### config.mk
export PLATFORM = sky130hd
export DESIGN_NAME = urai_interp
export DESIGN_NICKNAME = d
export VERILOG_FILES = /design/src/urai_pkg.sv /design/src/urai_interp.sv
export VERILOG_INCLUDE_DIRS = /design/src
export SDC_FILE = /design/constraint.sdc
export NUM_CORES = 1
export LEC_CHECK = 0
export BUFFER_PORTS_ARGS = -buffer_cell sky130_fd_sc_hd__buf_2
export CAP_MARGIN = 20
export CORE_MARGIN = 1.5
export CORE_UTILIZATION = 60
export CTS_CLUSTER_DIAMETER = 120
export DETAILED_ROUTE_END_ITERATION = 10
export PLACE_DENSITY = 0.8
export SYNTH_ARGS = -nofsm -noshare
export SYNTH_HDL_FRONTEND = slang
export SYNTH_SLANG_ARGS = --single-unit
### constraint.sdc
create_clock -name i_core_clk -period 3.53 [get_ports i_core_clk]
set_clock_uncertainty 0.15 [all_clocks]
set_input_delay 0.1765 -clock i_core_clk [delete_from_list [all_inputs] [get_ports i_core_clk]]
set_output_delay 0.1765 -clock i_core_clk [all_outputs]
set_load 0.01 [all_outputs]
### src/urai_defines.svh
// constants for the udp remote register interpreter
//
// Behaviour
// - command bit 15 set means write
// - bit 14 adds address, loaded into pointer
// - each space keeps its own pointer
// - bit 13 selects info area, not space
// - bits 12..10 select one of eight spaces
// - bits 9..8 give element width 8..64
// - bit 7 advances pointer by element bytes
// - bits 6..0 count elements, zero is error
// - reads carry address only, writes carry data
// - all addresses and pointers are byte addresses
// - all fields travel least significant byte first
// - info area is read only, 16-bit only
// - info offset 0 returns cookie with space
// - info offsets 2,4,6,8..14 give descriptors, pointer, label
// - size descriptor bit 15 means writable
// - size descriptor bits 14..8 give space type
// - size descriptor bits 3..0 mask allowed widths
// - extent descriptor packs erase, page, range exponents
// - requests arrive on udp port 27181
// - replies go to requester's source port
`ifndef URAI_DEFINES_SVH
`define URAI_DEFINES_SVH

// command fields
`define URAI_CMD_WRITE_BIT 15
`define URAI_CMD_ADDR_BIT 14
`define URAI_CMD_INFO_BIT 13
`define URAI_CMD_SPACE_MSB 12
`define URAI_CMD_SPACE_LSB 10
`define URAI_CMD_SIZE_MSB 9
`define URAI_CMD_SIZE_LSB 8
`define URAI_CMD_INC_BIT 7
`define URAI_CMD_COUNT_MSB 6
`define URAI_CMD_COUNT_LSB 0

// info area offsets (word index = byte offset / 2)
`define URAI_INFO_COOKIE 3'h0
`define URAI_INFO_SIZE 3'h1
`define URAI_INFO_RANGE 3'h2
`define URAI_INFO_POINTER 3'h3
`define URAI_INFO_LABEL0 3'h4
`define URAI_INFO_LABEL1 3'h5
`define URAI_INFO_LABEL2 3'h6
`define URAI_INFO_LABEL3 3'h7
`define URAI_INFO_LAST_BYTE 16'h000f
`define URAI_COOKIE_BASE 16'h5a00

// size descriptor fields and space types
`define URAI_SD_WRITABLE_BIT 15
`define URAI_SD_TYPE_MSB 14
`define URAI_SD_TYPE_LSB 8
`define URAI_SD_MASK_MSB 3
`define URAI_SD_MASK_LSB 0
`define URAI_TYPE_REGISTER 7'h01
`define URAI_TYPE_MEMORY 7'h02
`define URAI_TYPE_EEPROM 7'h0e
`define URAI_TYPE_FLASH 7'h0f

// extent descriptor fields
`define URAI_ED_ERASE_MSB 15
`define URAI_ED_ERASE_LSB 11
`define URAI_ED_PAGE_MSB 10
`define URAI_ED_PAGE_LSB 6
`define URAI_ED_RANGE_MSB 5
`define URAI_ED_RANGE_LSB 0

// udp port 27181
`define URAI_UDP_PORT 16'h6a2d

// reset values and default fifo depth
`define URAI_PTR_RESET 16'h0000
`define URAI_FIFO_DEPTH 4

`endif

### src/urai_pkg.sv
// types shared by the udp remote register interpreter
package urai_pkg;

  // gray coded along idle -> cmd -> address -> setup -> data -> access -> reply
  typedef enum logic [3:0] {
    URAI_IDLE = 4'h0,
    URAI_CMD_HI = 4'h1,
    URAI_ADR_LO = 4'h3,
    URAI_ADR_HI = 4'h2,
    URAI_SETUP = 4'h6,
    URAI_WDATA = 4'h7,
    URAI_ACCESS = 4'h5,
    URAI_RSEND = 4'h4,
    URAI_FIN = 4'hc,
    URAI_DRAIN = 4'hd
  } urai_state_type;

  // element width codes
  typedef enum logic [1:0] {
    URAI_W8 = 2'h0,
    URAI_W16 = 2'h1,
    URAI_W32 = 2'h2,
    URAI_W64 = 2'h3
  } urai_width_type;

endpackage

### src/urai_interp.sv
// udp remote register interpreter with its receive fifo
`timescale 1ns/1ps
`include "urai_defines.svh"

// small valid/ready fifo, registered flags
module urai_fifo #(
  parameter int WIDTH = 8,
  parameter int DEPTH = 4
) (
  input wire logic i_core_clk,
  input wire logic i_rst_n,
  input wire logic i_in_valid,
  input wire logic [WIDTH-1:0] i_in_data,
  output logic o_in_ready,
  output logic o_out_valid,
  output logic [WIDTH-1:0] o_out_data,
  input wire logic i_out_ready
);
  localparam int AW = $clog2(DEPTH);
  logic [WIDTH-1:0] mem_q [DEPTH];
  logic [AW-1:0] wr_q;
  logic [AW-1:0] rd_q;
  logic [AW:0] cnt_q;
  logic push;
  logic pop;
  logic [AW:0] cnt_d;

  assign push = i_in_valid && o_in_ready;
  assign pop = o_out_valid && i_out_ready;
  assign cnt_d = cnt_q + {{AW{1'b0}}, push} - {{AW{1'b0}}, pop};
  assign o_out_data = mem_q[rd_q];

  // storage, no reset needed on data
  always_ff @(posedge i_core_clk) begin
    if (push) begin
      mem_q[wr_q] <= i_in_data;
    end
  end

  // pointers and flags; full flag held in a flop so ready stalls the source cleanly
  always_ff @(posedge i_core_clk or negedge i_rst_n) begin
    if (!i_rst_n) begin
      wr_q <= '0;
      rd_q <= '0;
      cnt_q <= '0;
      o_in_ready <= 1'b0;
      o_out_valid <= 1'b0;
    end else begin
      if (push) begin
        wr_q <= (wr_q == AW'(DEPTH - 1)) ? '0 : wr_q + 1'b1;
      end
      if (pop) begin
        rd_q <= (rd_q == AW'(DEPTH - 1)) ? '0 : rd_q + 1'b1;
      end
      cnt_q <= cnt_d;
      o_in_ready <= (cnt_d != (AW+1)'(DEPTH));
      o_out_valid <= (cnt_d != '0);
    end
  end
endmodule

module urai_interp
  import urai_pkg::*;
#(
  parameter int FIFO_DEPTH = `URAI_FIFO_DEPTH,
  parameter logic [8*16-1:0] P_SIZE_DESC = {8{16'h8206}},
  parameter logic [8*16-1:0] P_RANGE_DESC = {8{16'h0010}},
  parameter logic [8*64-1:0] P_LABEL = '0
) (
  input wire logic i_core_clk,
  input wire logic i_rst_n,
  // udp payload in, one byte per beat
  input wire logic i_rx_valid,
  input wire logic [7:0] i_rx_data,
  input wire logic i_rx_last,
  input wire logic [15:0] i_rx_dst_port,
  input wire logic [15:0] i_rx_src_port,
  output logic o_rx_ready,
  // reply payload out
  output logic o_tx_valid,
  output logic [7:0] o_tx_data,
  output logic [15:0] o_tx_port,
  input wire logic i_tx_ready,
  output logic o_tx_end,
  // access to the memory spaces
  output logic o_mem_req,
  output logic o_mem_we,
  output logic [2:0] o_mem_space,
  output logic [1:0] o_mem_width,
  output logic [15:0] o_mem_addr,
  output logic [63:0] o_mem_wdata,
  input wire logic i_mem_ack,
  input wire logic [63:0] i_mem_rdata,
  // sticky error, cleared by software pulse
  output logic o_cmd_error,
  input wire logic i_err_clear
);
  localparam int FW = 8 + 1 + 32;

  urai_state_type state_q;
  logic [15:0] cmd_q;
  logic [15:0] ptr_q [8];
  logic [6:0] cnt_q;
  logic [2:0] bidx_q;
  logic [63:0] data_q;
  logic [15:0] src_q;
  logic in_pkt_q;
  logic pkt_end_q;
  logic skip_q;
  logic f_valid;
  logic [FW-1:0] f_data;
  logic want_byte;
  logic take;
  logic [7:0] f_byte;
  logic f_last;
  logic [15:0] f_dst;
  logic [15:0] f_src;
  logic elem_done;
  logic err_set;
  logic is_write;
  logic is_info;
  logic [2:0] space;
  logic [1:0] width;
  logic [2:0] last_idx;

  // received bytes travel with their packet ports so packets never mix
  urai_fifo #(.WIDTH(FW), .DEPTH(FIFO_DEPTH)) u_rx_fifo (
    .i_core_clk(i_core_clk),
    .i_rst_n(i_rst_n),
    .i_in_valid(i_rx_valid),
    .i_in_data({i_rx_dst_port, i_rx_src_port, i_rx_last, i_rx_data}),
    .o_in_ready(o_rx_ready),
    .o_out_valid(f_valid),
    .o_out_data(f_data),
    .i_out_ready(take)
  );

  assign {f_dst, f_src, f_last, f_byte} = f_data;

  // decoded command fields
  assign is_write = cmd_q[`URAI_CMD_WRITE_BIT];
  assign is_info = cmd_q[`URAI_CMD_INFO_BIT];
  assign space = cmd_q[`URAI_CMD_SPACE_MSB:`URAI_CMD_SPACE_LSB];
  assign width = cmd_q[`URAI_CMD_SIZE_MSB:`URAI_CMD_SIZE_LSB];
  assign last_idx = elem_last(width);

  // last byte index of an element, used by write collect and reply
  function automatic logic [2:0] elem_last(input logic [1:0] w);
    case (w)
      URAI_W8: elem_last = 3'h0;
      URAI_W16: elem_last = 3'h1;
      URAI_W32: elem_last = 3'h3;
      default: elem_last = 3'h7;
    endcase
  endfunction

  // info area word for a space at a byte offset
  function automatic logic [15:0] info_word(input logic [2:0] sp, input logic [15:0] off, input logic [15:0] ptr);
    logic [63:0] lbl;
    lbl = P_LABEL[sp*64 +: 64];
    if (off > `URAI_INFO_LAST_BYTE) begin
      info_word = 16'h0000;
    end else begin
      case (off[3:1])
        `URAI_INFO_COOKIE: info_word = `URAI_COOKIE_BASE | {13'h0000, sp};
        `URAI_INFO_SIZE: info_word = P_SIZE_DESC[sp*16 +: 16];
        `URAI_INFO_RANGE: info_word = P_RANGE_DESC[sp*16 +: 16];
        `URAI_INFO_POINTER: info_word = ptr;
        `URAI_INFO_LABEL0: info_word = lbl[15:0];
        `URAI_INFO_LABEL1: info_word = lbl[31:16];
        `URAI_INFO_LABEL2: info_word = lbl[47:32];
        default: info_word = lbl[63:48];
      endcase
    end
  endfunction

  // states that consume fifo bytes; stalls when starved
  always_comb begin
    case (state_q)
      URAI_IDLE, URAI_CMD_HI, URAI_ADR_LO, URAI_ADR_HI, URAI_WDATA: want_byte = !pkt_end_q;
      URAI_DRAIN: want_byte = 1'b1;
      default: want_byte = 1'b0;
    endcase
  end
  assign take = want_byte && f_valid;

  // one element finished: write acknowledged, last reply byte gone, or ignored data eaten
  always_comb begin
    elem_done = 1'b0;
    case (state_q)
      URAI_ACCESS: elem_done = is_write && i_mem_ack && o_mem_req;
      URAI_RSEND: elem_done = o_tx_valid && i_tx_ready && (bidx_q == last_idx);
      URAI_WDATA: elem_done = take && skip_q && (bidx_q == last_idx);
      default: elem_done = 1'b0;
    endcase
  end

  // error sources: zero count, illegal info access, truncated command
  always_comb begin
    err_set = 1'b0;
    if (state_q == URAI_SETUP) begin
      if (cmd_q[`URAI_CMD_COUNT_MSB:`URAI_CMD_COUNT_LSB] == 7'h00) begin
        err_set = 1'b1;
      end else if (is_info && (is_write || width != URAI_W16)) begin
        err_set = 1'b1;
      end
    end
    if (state_q != URAI_IDLE && state_q != URAI_DRAIN && want_byte == 1'b0 && pkt_end_q &&
        (state_q == URAI_CMD_HI || state_q == URAI_ADR_LO || state_q == URAI_ADR_HI ||
         state_q == URAI_WDATA)) begin
      err_set = 1'b1;
    end
  end

  // main sequencer
  always_ff @(posedge i_core_clk or negedge i_rst_n) begin
    if (!i_rst_n) begin
      state_q <= URAI_IDLE;
      cmd_q <= 16'h0000;
      src_q <= 16'h0000;
      in_pkt_q <= 1'b0;
      pkt_end_q <= 1'b0;
      skip_q <= 1'b0;
      cnt_q <= 7'h00;
      bidx_q <= 3'h0;
    end else begin
      if (take) begin
        pkt_end_q <= f_last;
      end
      case (state_q)
        URAI_IDLE: begin
          if (pkt_end_q) begin
            state_q <= URAI_FIN;
          end else if (take) begin
            cmd_q[7:0] <= f_byte;
            in_pkt_q <= 1'b1;
            if (!in_pkt_q) begin
              src_q <= f_src;
            end
            if (!in_pkt_q && f_dst != `URAI_UDP_PORT) begin
              state_q <= f_last ? URAI_IDLE : URAI_DRAIN;
              in_pkt_q <= 1'b0;
              pkt_end_q <= 1'b0;
            end else begin
              state_q <= URAI_CMD_HI;
            end
          end
        end
        URAI_CMD_HI: begin
          if (pkt_end_q) begin
            state_q <= URAI_FIN;
          end else if (take) begin
            cmd_q[15:8] <= f_byte;
            state_q <= f_byte[`URAI_CMD_ADDR_BIT-8] ? URAI_ADR_LO : URAI_SETUP;
          end
        end
        URAI_ADR_LO: begin
          if (pkt_end_q) begin
            state_q <= URAI_FIN;
          end else if (take) begin
            state_q <= URAI_ADR_HI;
          end
        end
        URAI_ADR_HI: begin
          if (pkt_end_q) begin
            state_q <= URAI_FIN;
          end else if (take) begin
            state_q <= URAI_SETUP;
          end
        end
        URAI_SETUP: begin
          cnt_q <= cmd_q[`URAI_CMD_COUNT_MSB:`URAI_CMD_COUNT_LSB];
          bidx_q <= 3'h0;
          skip_q <= 1'b0;
          if (cmd_q[`URAI_CMD_COUNT_MSB:`URAI_CMD_COUNT_LSB] == 7'h00) begin
            state_q <= URAI_IDLE;
          end else if (is_info && (is_write || width != URAI_W16)) begin
            // bad info access: eat any write data, touch nothing
            skip_q <= is_write;
            state_q <= is_write ? URAI_WDATA : URAI_IDLE;
          end else begin
            state_q <= is_write ? URAI_WDATA : URAI_ACCESS;
          end
        end
        URAI_WDATA: begin
          if (pkt_end_q) begin
            state_q <= URAI_FIN;
          end else if (take) begin
            bidx_q <= (bidx_q == last_idx) ? 3'h0 : bidx_q + 3'h1;
            if (bidx_q == last_idx && !skip_q) begin
              state_q <= URAI_ACCESS;
            end
          end
        end
        URAI_ACCESS: begin
          if (is_info || i_mem_ack) begin
            if (!is_write) begin
              state_q <= URAI_RSEND;
              bidx_q <= 3'h0;
            end
          end
        end
        URAI_RSEND: begin
          if (o_tx_valid && i_tx_ready && bidx_q != last_idx) begin
            bidx_q <= bidx_q + 3'h1;
          end
        end
        URAI_FIN: begin
          in_pkt_q <= 1'b0;
          pkt_end_q <= 1'b0;
          state_q <= URAI_IDLE;
        end
        URAI_DRAIN: begin
          if (take && f_last) begin
            pkt_end_q <= 1'b0;
            state_q <= URAI_IDLE;
          end
        end
        default: state_q <= URAI_IDLE;
      endcase
      // element loop: repeat until count is used up
      if (elem_done) begin
        bidx_q <= 3'h0;
        cnt_q <= cnt_q - 7'h01;
        if (cnt_q == 7'h01) begin
          state_q <= URAI_IDLE;
        end else begin
          state_q <= is_write ? URAI_WDATA : URAI_ACCESS;
        end
      end
    end
  end

  // per-space pointers: load from address, advance after each element
  genvar gs;
  generate
    for (gs = 0; gs < 8; gs++) begin : g_ptr
      always_ff @(posedge i_core_clk or negedge i_rst_n) begin
        if (!i_rst_n) begin
          ptr_q[gs] <= `URAI_PTR_RESET;
        end else if (space == 3'(gs)) begin
          if (take && state_q == URAI_ADR_LO) begin
            ptr_q[gs][7:0] <= f_byte;
          end else if (take && state_q == URAI_ADR_HI) begin
            ptr_q[gs][15:8] <= f_byte;
          end else if (elem_done && !skip_q && cmd_q[`URAI_CMD_INC_BIT]) begin
            // byte addressing: step is the element size in bytes
            ptr_q[gs] <= ptr_q[gs] + {13'h0000, last_idx} + 16'h0001;
          end
        end
      end
    end
  endgenerate

  // element data: write bytes collected lsb first, read data captured whole
  always_ff @(posedge i_core_clk or negedge i_rst_n) begin
    if (!i_rst_n) begin
      data_q <= 64'h0000000000000000;
    end else if (take && state_q == URAI_WDATA) begin
      data_q[bidx_q*8 +: 8] <= f_byte;
    end else if (state_q == URAI_ACCESS && !is_write && is_info) begin
      data_q <= {48'h000000000000, info_word(space, ptr_q[space], ptr_q[space])};
    end else if (state_q == URAI_ACCESS && !is_write && i_mem_ack && o_mem_req) begin
      data_q <= i_mem_rdata;
    end
  end

  // memory request, held until acknowledged
  always_ff @(posedge i_core_clk or negedge i_rst_n) begin
    if (!i_rst_n) begin
      o_mem_req <= 1'b0;
      o_mem_we <= 1'b0;
      o_mem_space <= 3'h0;
      o_mem_width <= 2'h0;
      o_mem_addr <= 16'h0000;
      o_mem_wdata <= 64'h0000000000000000;
    end else if (o_mem_req) begin
      if (i_mem_ack) begin
        o_mem_req <= 1'b0;
      end
    end else if (state_q == URAI_ACCESS && !is_info) begin
      o_mem_req <= 1'b1;
      o_mem_we <= is_write;
      o_mem_space <= space;
      o_mem_width <= width;
      o_mem_addr <= ptr_q[space];
      o_mem_wdata <= data_q;
    end
  end

  // reply bytes in command order, lsb first, to the requester's port
  always_ff @(posedge i_core_clk or negedge i_rst_n) begin
    if (!i_rst_n) begin
      o_tx_valid <= 1'b0;
      o_tx_data <= 8'h00;
      o_tx_port <= 16'h0000;
      o_tx_end <= 1'b0;
    end else begin
      o_tx_end <= (state_q == URAI_FIN);
      o_tx_port <= src_q;
      if (state_q == URAI_RSEND) begin
        if (!o_tx_valid) begin
          o_tx_valid <= 1'b1;
          o_tx_data <= data_q[7:0];
        end else if (i_tx_ready) begin
          if (bidx_q == last_idx) begin
            o_tx_valid <= 1'b0;
          end else begin
            o_tx_data <= data_q[(bidx_q+3'h1)*8 +: 8];
          end
        end
      end
    end
  end

  // sticky error; a new error wins over a clear in the same cycle
  always_ff @(posedge i_core_clk or negedge i_rst_n) begin
    if (!i_rst_n) begin
      o_cmd_error <= 1'b0;
    end else if (err_set) begin
      o_cmd_error <= 1'b1;
    end else if (i_err_clear) begin
      o_cmd_error <= 1'b0;
    end
  end
endmodule

==> reports/results.tsv, run 1 <==
stage	metric	value	unit
outcome	outcome	finished clean	
finish	fin util	72.6	%
synth	ys async rst share	68.9	%
global_route	first-pass GRT wire length	123	mm
synth	syn avg cell area	11.4	um^2
timing	relative slew slack	27.0	%
placed_design	routability cong.	0.992	
cts	CTS sink cnt	527	
timing	Tmin final	3390	ps
cts	worst-case clock buffer depth	3	
timing	RSZ-0062 raised after global routing	no	
placed_design	detailed placer's ending HPWL	51.4	mm
cts	CTS buffer count	54	
setup_path	Reg2Reg Setup Slack	140	ps
run	max_cap viols	0	
finish	FILL cells	2682	
finish	Layout area overhead	19.9	%
drt	wire per inst	25.2	um
global_route	initial antenna violation count	6	
global_route	gr usage total	36.9	%
finish	Nets	2740	
global_route	gr ovfl total	0	
drt	post-route ant nets	0	
setup_path	Worst Path Max Fanout	27	
cts	CTS Root Cell	clkbuf_16	
cts	Clk Latency, worst-skew pair	620	ps
finish	Post-Layout Inst Area	30400	um^2
setup_path	Critical Path Source Type	flop	
placed_design	Placement Cell Area	27400	um^2
synth	sequential area share after synthesis	55.2	%
synth	Netlist cell types	80	
synth	flops & latches, synth	527	
finish	ratio of cells with drive above 1 in the final layout	22.6	%
cts	post-CTS setup repair buffer count	0	
timing	Hold Slack	44.3	ps
finish	register area	14000	um^2
synth	Mapped Cells	2228	
drt	Routed WL	79.7	mm
synth	yosys warns	0	
cts	CTS tree	yes	
power	worst vdd ir	758	uV
synth	synthesized net count	2384	
setup_path	Critical path origin	cmd_q[11]	
timing	Final setup viols	0	
synth	synthesized area	25400	um^2
setup_path	reg2reg path depth	8	
setup_path	WP data arrival	3770	ps
synth	Main synth FF type	dfrtp_1	
synth	Synth top cells by count	dfrtp_1, nand2_1, a21oi_1	
timing	final critical-path share of the clock period	96.1	%
floorplanning	FP Rows	75	
finish	multi-input logic area	10700	um^2
power	Cell Pwr Density	785	nW/um^2
timing	Max Fclk	295	MHz
floorplanning	I/O pin count	226	
synth	number of synthesized flops with an enable pin	164	
floorplanning	width of the die	209	um
timing	Final TNS setup	0	ps
setup_path	Worst Path Class, Setup	reg -> reg	
drt	vias after detailed routing	21395	
drt	drc violations	0	
synth	most common cell in the netlist	dfrtp_1	
power	LEAKAGE	0.0127	uW
drt	vias per cell	6.75	
drt	length of the first detailed-routing pass in iterations	8	
setup_path	crit path capture type	flop	
synth	area leader, netlist	dfrtp_1	
cts	htree depth	2	
timing	Pins Over Slew Limit	0	
floorplanning	Core ar.	41900	um^2
setup_path	worst r2r src	cmd_q[11]	
floorplanning	area of the die	43500	um^2
cts	Reg clk slew, reported paths	70	ps
setup_path	Reg2Reg Capture Point	data_q[12]	
synth	Yosys top cell area share	35.8	%
placed_design	port buffer count	225	
timing	Final Hold Fails	0	
global_route	pin count of the biggest net entering global routing	87	
timing	worst slew pin tran	1090	ps
floorplanning	initial core utilization	60.6	%
setup_path	CP required	3910	ps
global_route	vias in the first global route	21227	
setup_path	Critical Path Sink	data_q[12]	
synth	top cells by area, synth	dfrtp_1, edfxtp_1, mux4_2	
drt	DRT iter0 DRCs	3050	
worst_hold_path	hold crit path type	in -> async	
floorplanning	Die Ht	209	um
==> cells in the final DEF, fill, tap and decap left out, drive strengths merged, types with 72 or more instances in the layout <==
cell type and count:
o21ai 199, edfxtp 164, dfrtp 363, a21oi 183, nand2 185, nor2 168
dlygate4sd3 110, buf 307, clkbuf 72, mux2 105
==> worst max-delay path, cell delays in order, from the launching register on <==
cell and delay [ps]:
dfrtp_1 610, buf_4 450, mux4_2 380, or4_1 440
nor3_1 190, a31oi_1 80, nor3_2 490, o211ai_1 340
o211ai_1 180
==> layer usage <==
metal | global-route usage [%] | wire length (um) | up-vias
li1 | - | - | 9082
met1 | 49.1 | 29500 | 10478
met2 | 58.6 | 37600 | 1532
met3 | 8.25 | 8920 | 297
met4 | 16.4 | 3680 | 6
met5 | 0 | 35 | -
==> area by class of cell <==
cell class	instances	area share, %
timing repair buffer	417	9.78
multi-input combinational	1522	35.2
sequential	527	46.1
inverter	62	0.766
clock buffer	72	4.97
antenna	2	0.0165
clock inverter	28	0.963
tap	539	2.22
==> state kept, by name, summed over array words and instances (netlist names), 15 cells and up <==
name / cells
o_mem_wdata: 64
o_tx_port: 16
o_mem_addr: 16
ptr_q: 128
cmd_q: 15
u_rx_fifo.mem_q: 164
src_q: 16
data_q: 64
==> through the flow <==
step / total power (uW) / setup slack [ps] / instances
detailed placement: 17400 / 287 / 2956
finish: 23800 / 136 / 3169
global route: 24800 / 27.7 / 3169
global placement: 17000 / 329 / 2956
floorplan: 14200 / 540 / 2228
CTS: 23400 / 237 / 3166
==> what timing repair did <==
| item | 4_1_cts | 5_1_grt |
|---|---|---|
| setup endpoints to repair | 0 | 1 |
| hold endpoints to repair | 362 | 0 |
| hold buffers | 110 | 0 |
| resized for setup | 0 | 1 |
==> cells by family (layout without fill, tap and decap cells) <==
family / Yosys count / after routing / synth area share (%)
flip-flops: 527 / 527 / 55.2
buffers and inverters: 179 / 579 / 2.77
other: 0 / 2 / 0
XOR/XNOR: 10 / 10 / 0.345
multiplexers: 188 / 188 / 11.1
AO/OA/AOI/OAI: 666 / 666 / 16.4
adder cells (fa/ha/maj): 46 / 46 / 2.53
AND/OR/NAND/NOR: 612 / 612 / 11.6
==> report_power, final <==
part	switching (uW)	internal, uW	leakage (uW)
registers	1530	8070	0.00615
clock network	2540	3380	0.000875
logic	4850	3470	0.00572
==> worst min path at each step <==
stage | startpoint | to | slack [ps] | cells after the start
after floorplan | i_rst_n | bidx_q[0] | -270 | 0
after global placement | i_rst_n | o_mem_width[1] | 120 | 1
after detailed placement | i_rst_n | o_mem_width[1] | 130 | 1
after CTS | i_rst_n | ptr_q[124] | 90 | 2
after global routing | i_rst_n | ptr_q[124] | 100 | 2
final | i_rst_n | ptr_q[124] | 40 | 2
Power figures use the tool's default switching activity.
==> run 2: changes to the inputs <==
--- a/config.mk
+++ b/config.mk
@@ -9,10 +9,11 @@
 export BUFFER_PORTS_ARGS = -buffer_cell sky130_fd_sc_hd__buf_2
 export CAP_MARGIN = 20
 export CORE_MARGIN = 1.5
-export CORE_UTILIZATION = 60
+export CORE_UTILIZATION = 30
 export CTS_CLUSTER_DIAMETER = 120
 export DETAILED_ROUTE_END_ITERATION = 10
-export PLACE_DENSITY = 0.8
+export PLACE_DENSITY = 0.46
+export SETUP_SLACK_MARGIN = 0.02
 export SYNTH_ARGS = -nofsm -noshare
 export SYNTH_HDL_FRONTEND = slang
 export SYNTH_SLANG_ARGS = --single-unit
==> constraint.sdc (replaced) <==
create_clock -name i_core_clk -period 4.1 [get_ports i_core_clk]
set_clock_uncertainty 0.15 [all_clocks]
set_input_delay 0.205 -clock i_core_clk [delete_from_list [all_inputs] [get_ports i_core_clk]]
set_output_delay 0.205 -clock i_core_clk [all_outputs]
set_load 0.01 [all_outputs]
==> run 2 against run 1 <==
  * Final cell count rose by 19%
  * Sequential cell count unchanged
  * Wire length grew 5.7%
  * Sequential share of layout area is 1.5 points lower
  * Critical endpoint is now data_q[14]
  * Largest cell class unchanged
  * Highest routed layer unchanged
==> reports/results.tsv, run 2 (synthesized netlist as in run 1, its figures left out) <==
stage	metric	value	unit	change
timing	Final TNS setup	0	ps	unchanged
setup_path	cell mode on critical path	o211ai_1		
power	Cell Pwr Density	669	nW/um^2	-15%
placed_design	detailed placer's ending HPWL	60.3	mm	+17%
timing	Final Hold Fails	0		unchanged
timing	RSZ-0062 raised after global routing	no		
global_route	vias in the first global route	19782		-6.8%
placed_design	routability cong.	0.871		-12%
finish	FILL cells	8123		+200%
cts	post-CTS setup repair buffer count	0		unchanged
cts	worst-case clock buffer depth	3		unchanged
finish	Nets	2745		+0.18%
setup_path	cell chain of the critical path	buf_4 -> mux4_2 -> mux2i_1 -> inv_1 -> nand2_1 -> nor2_1 -> o211ai_1 -> o211ai_1		
floorplanning	width of the die	294	um	+41%
floorplanning	Core ar.	83700	um^2	+100%
finish	Layout area overhead	23.9	%	
finish	Top reg by flops	u_rx_fifo.mem_q		
placed_design	port buffer count	225		unchanged
floorplanning	I/O pin count	226		unchanged
timing	Final setup viols	0		unchanged
cts	htree depth	2		unchanged
timing	final critical-path share of the clock period	85.0	%	-11 points
cts	Reg clk slew, reported paths	60	ps	about the same
finish	fin util	37.5	%	-35 points
timing	Max Fclk	287	MHz	-2.6%
global_route	gr usage total	19.3	%	-18 points
global_route	pin count of the biggest net entering global routing	89		+2.3%
cts	CTS sink cnt	527		unchanged
finish	Non-Filler Instances	3775		+19%
cts	CTS Root Cell	clkbuf_16		
setup_path	Crit-path slowest cell	dfrtp_2		
global_route	gr ovfl total	0		unchanged
setup_path	Critical Path Source Type	flop		
drt	post-route ant nets	0		unchanged
setup_path	Reg2Reg Setup Slack	620	ps	+480 ps
setup_path	Worst Path Max Fanout	33		+22%
drt	Routed WL	84.2	mm	+5.7%
outcome	outcome	finished clean		
drt	drc violations	0		unchanged
timing	Tmin final	3480	ps	+91.2 ps
worst_hold_path	hold crit path type	in -> async		
drt	length of the first detailed-routing pass in iterations	8		unchanged
power	LEAKAGE	0.0129	uW	+1.2%
floorplanning	Die Ht	294	um	+41%
setup_path	Worst Path Class, Setup	reg -> reg		
cts	CTS buffer count	60		+11%
cts	CTS tree	yes		
setup_path	max incr delay on CP	850	ps	+240 ps
global_route	global routing's busiest layer	met2		
global_route	initial antenna violation count	8		+2
global_route	met1 Usage GRT	27.5	%	-22 points
drt	wire per inst	22.3	um	-11%
power	worst vdd ir	379	uV	-50%
cts	PostCTS Resize Cnt	0		unchanged
setup_path	CP required	4440	ps	+530 ps
global_route	first-pass GRT wire length	127	mm	+2.7%
power	Total Power	21000	uW	-12%
global_route	GRT met3 Usage	3.17	%	-5.1 points
setup_path	crit path capture type	flop		
cts	Clk Latency, worst-skew pair	640	ps	+20 ps
global_route	M2 GR Usage	30.0	%	-29 points
placed_design	DP Cell Count	3551		+20%
drt	DRT iter0 DRCs	1725		-43%
floorplanning	FP Rows	106		+41%
finish	Top Registers	u_rx_fifo.mem_q: 164 flops, ptr_q: 128 flops		
timing	relative slew slack	25.8	%	-1.2 points
run	max_cap viols	0		unchanged
setup_path	WP data arrival	3830	ps	+60 ps
drt	vias per cell	5.34		-21%
finish	most frequent cells in the layout	dfrtp_1, buf_2, nand2_1		
cts	Hold Buf Count CTS	110		unchanged
floorplanning	initial core utilization	30.3	%	-30 points
floorplanning	area of the die	86300	um^2	+98%
drt	vias after detailed routing	20147		-5.8%
finish	number of flip-flops under the largest register name	164		unchanged
finish	most common cell after layout, fill and taps aside	dfrtp_1		
timing	Pins Over Slew Limit	0		unchanged
timing	worst slew pin tran	1100	ps	+9.84 ps
finish	ratio of cells with drive above 1 in the final layout	23.3	%	+0.67 points
-- run 2: where the power goes --
| group | internal, uW | total [uW] | leakage (uW) | switching (uW) |
|---|---|---|---|---|
| registers | 6940 | 8360 | 0.00615 | 1420 |
| logic | 2930 | 6800 | 0.00568 | 3870 |
| clock network | 3530 | 5850 | 0.00106 | 2320 |
| total | 13400 | 21000 | 0.0129 | 7600 |
-- run 2: worst max-delay path: cells and delay by family, from the launching register on --
family	cells	cell delay, ps
flip-flops	1	850
AND/OR/NAND/NOR	2	170
buffers and inverters	2	530
AO/OA/AOI/OAI	2	550
multiplexers	2	1080
-- run 2: final timing paths --
kind / startpoint / endpoint / cells after the start
worst min-delay path: i_rst_n / ptr_q[107] / 2
worst max register to register: cmd_q[11] / data_q[14] / 8
min in group i_core_clk: i_rx_src_port[1] / u_rx_fifo.mem_q[0][10] / 2
worst max-delay path: cmd_q[11] / data_q[14] / 8
max in group asynchronous: i_rst_n / data_q[47] / 3
worst min register to register: src_q[5] / o_tx_port[5] / 0
-- run 2: cell type report --
| type | count | area (um^2) | share of cell area, % |
|---|---|---|---|
| multi-input cells | 1522 | 10700 | 34.0 |
| flip-flops and latches | 527 | 14000 | 44.6 |
| clock buffers | 75 | 1680 | 5.35 |
| inverters | 62 | 233 | 0.741 |
| clock inverters | 36 | 474 | 1.51 |
| repair buffers | 416 | 2900 | 9.22 |
| well taps | 1134 | 1420 | 4.52 |
| diodes | 3 | 7.51 | 0.0239 |
-- run 2: metrics by stage --
stage / worst slack, ps / hold slack [ps] / area (um^2)
6_report: 615 / 67.9 / 31400
3_5_place_dp: 605 / 178 / 28100
4_1_cts: 606 / 104 / 31400
5_1_grt: 410 / 132 / 31400
3_3_place_gp: 632 / 179 / 28100
2_1_floorplan: 1110 / -241 / 25400
-- run 2: routing by layer --
metal	wire [um]	share of wire (%)	vias to the layer above
li1	-	-	9101
met1	38300	46	10149
met2	38100	45	754
met4	2260	2.7	4
met5	21	0.025	-
met3	5510	6.5	139
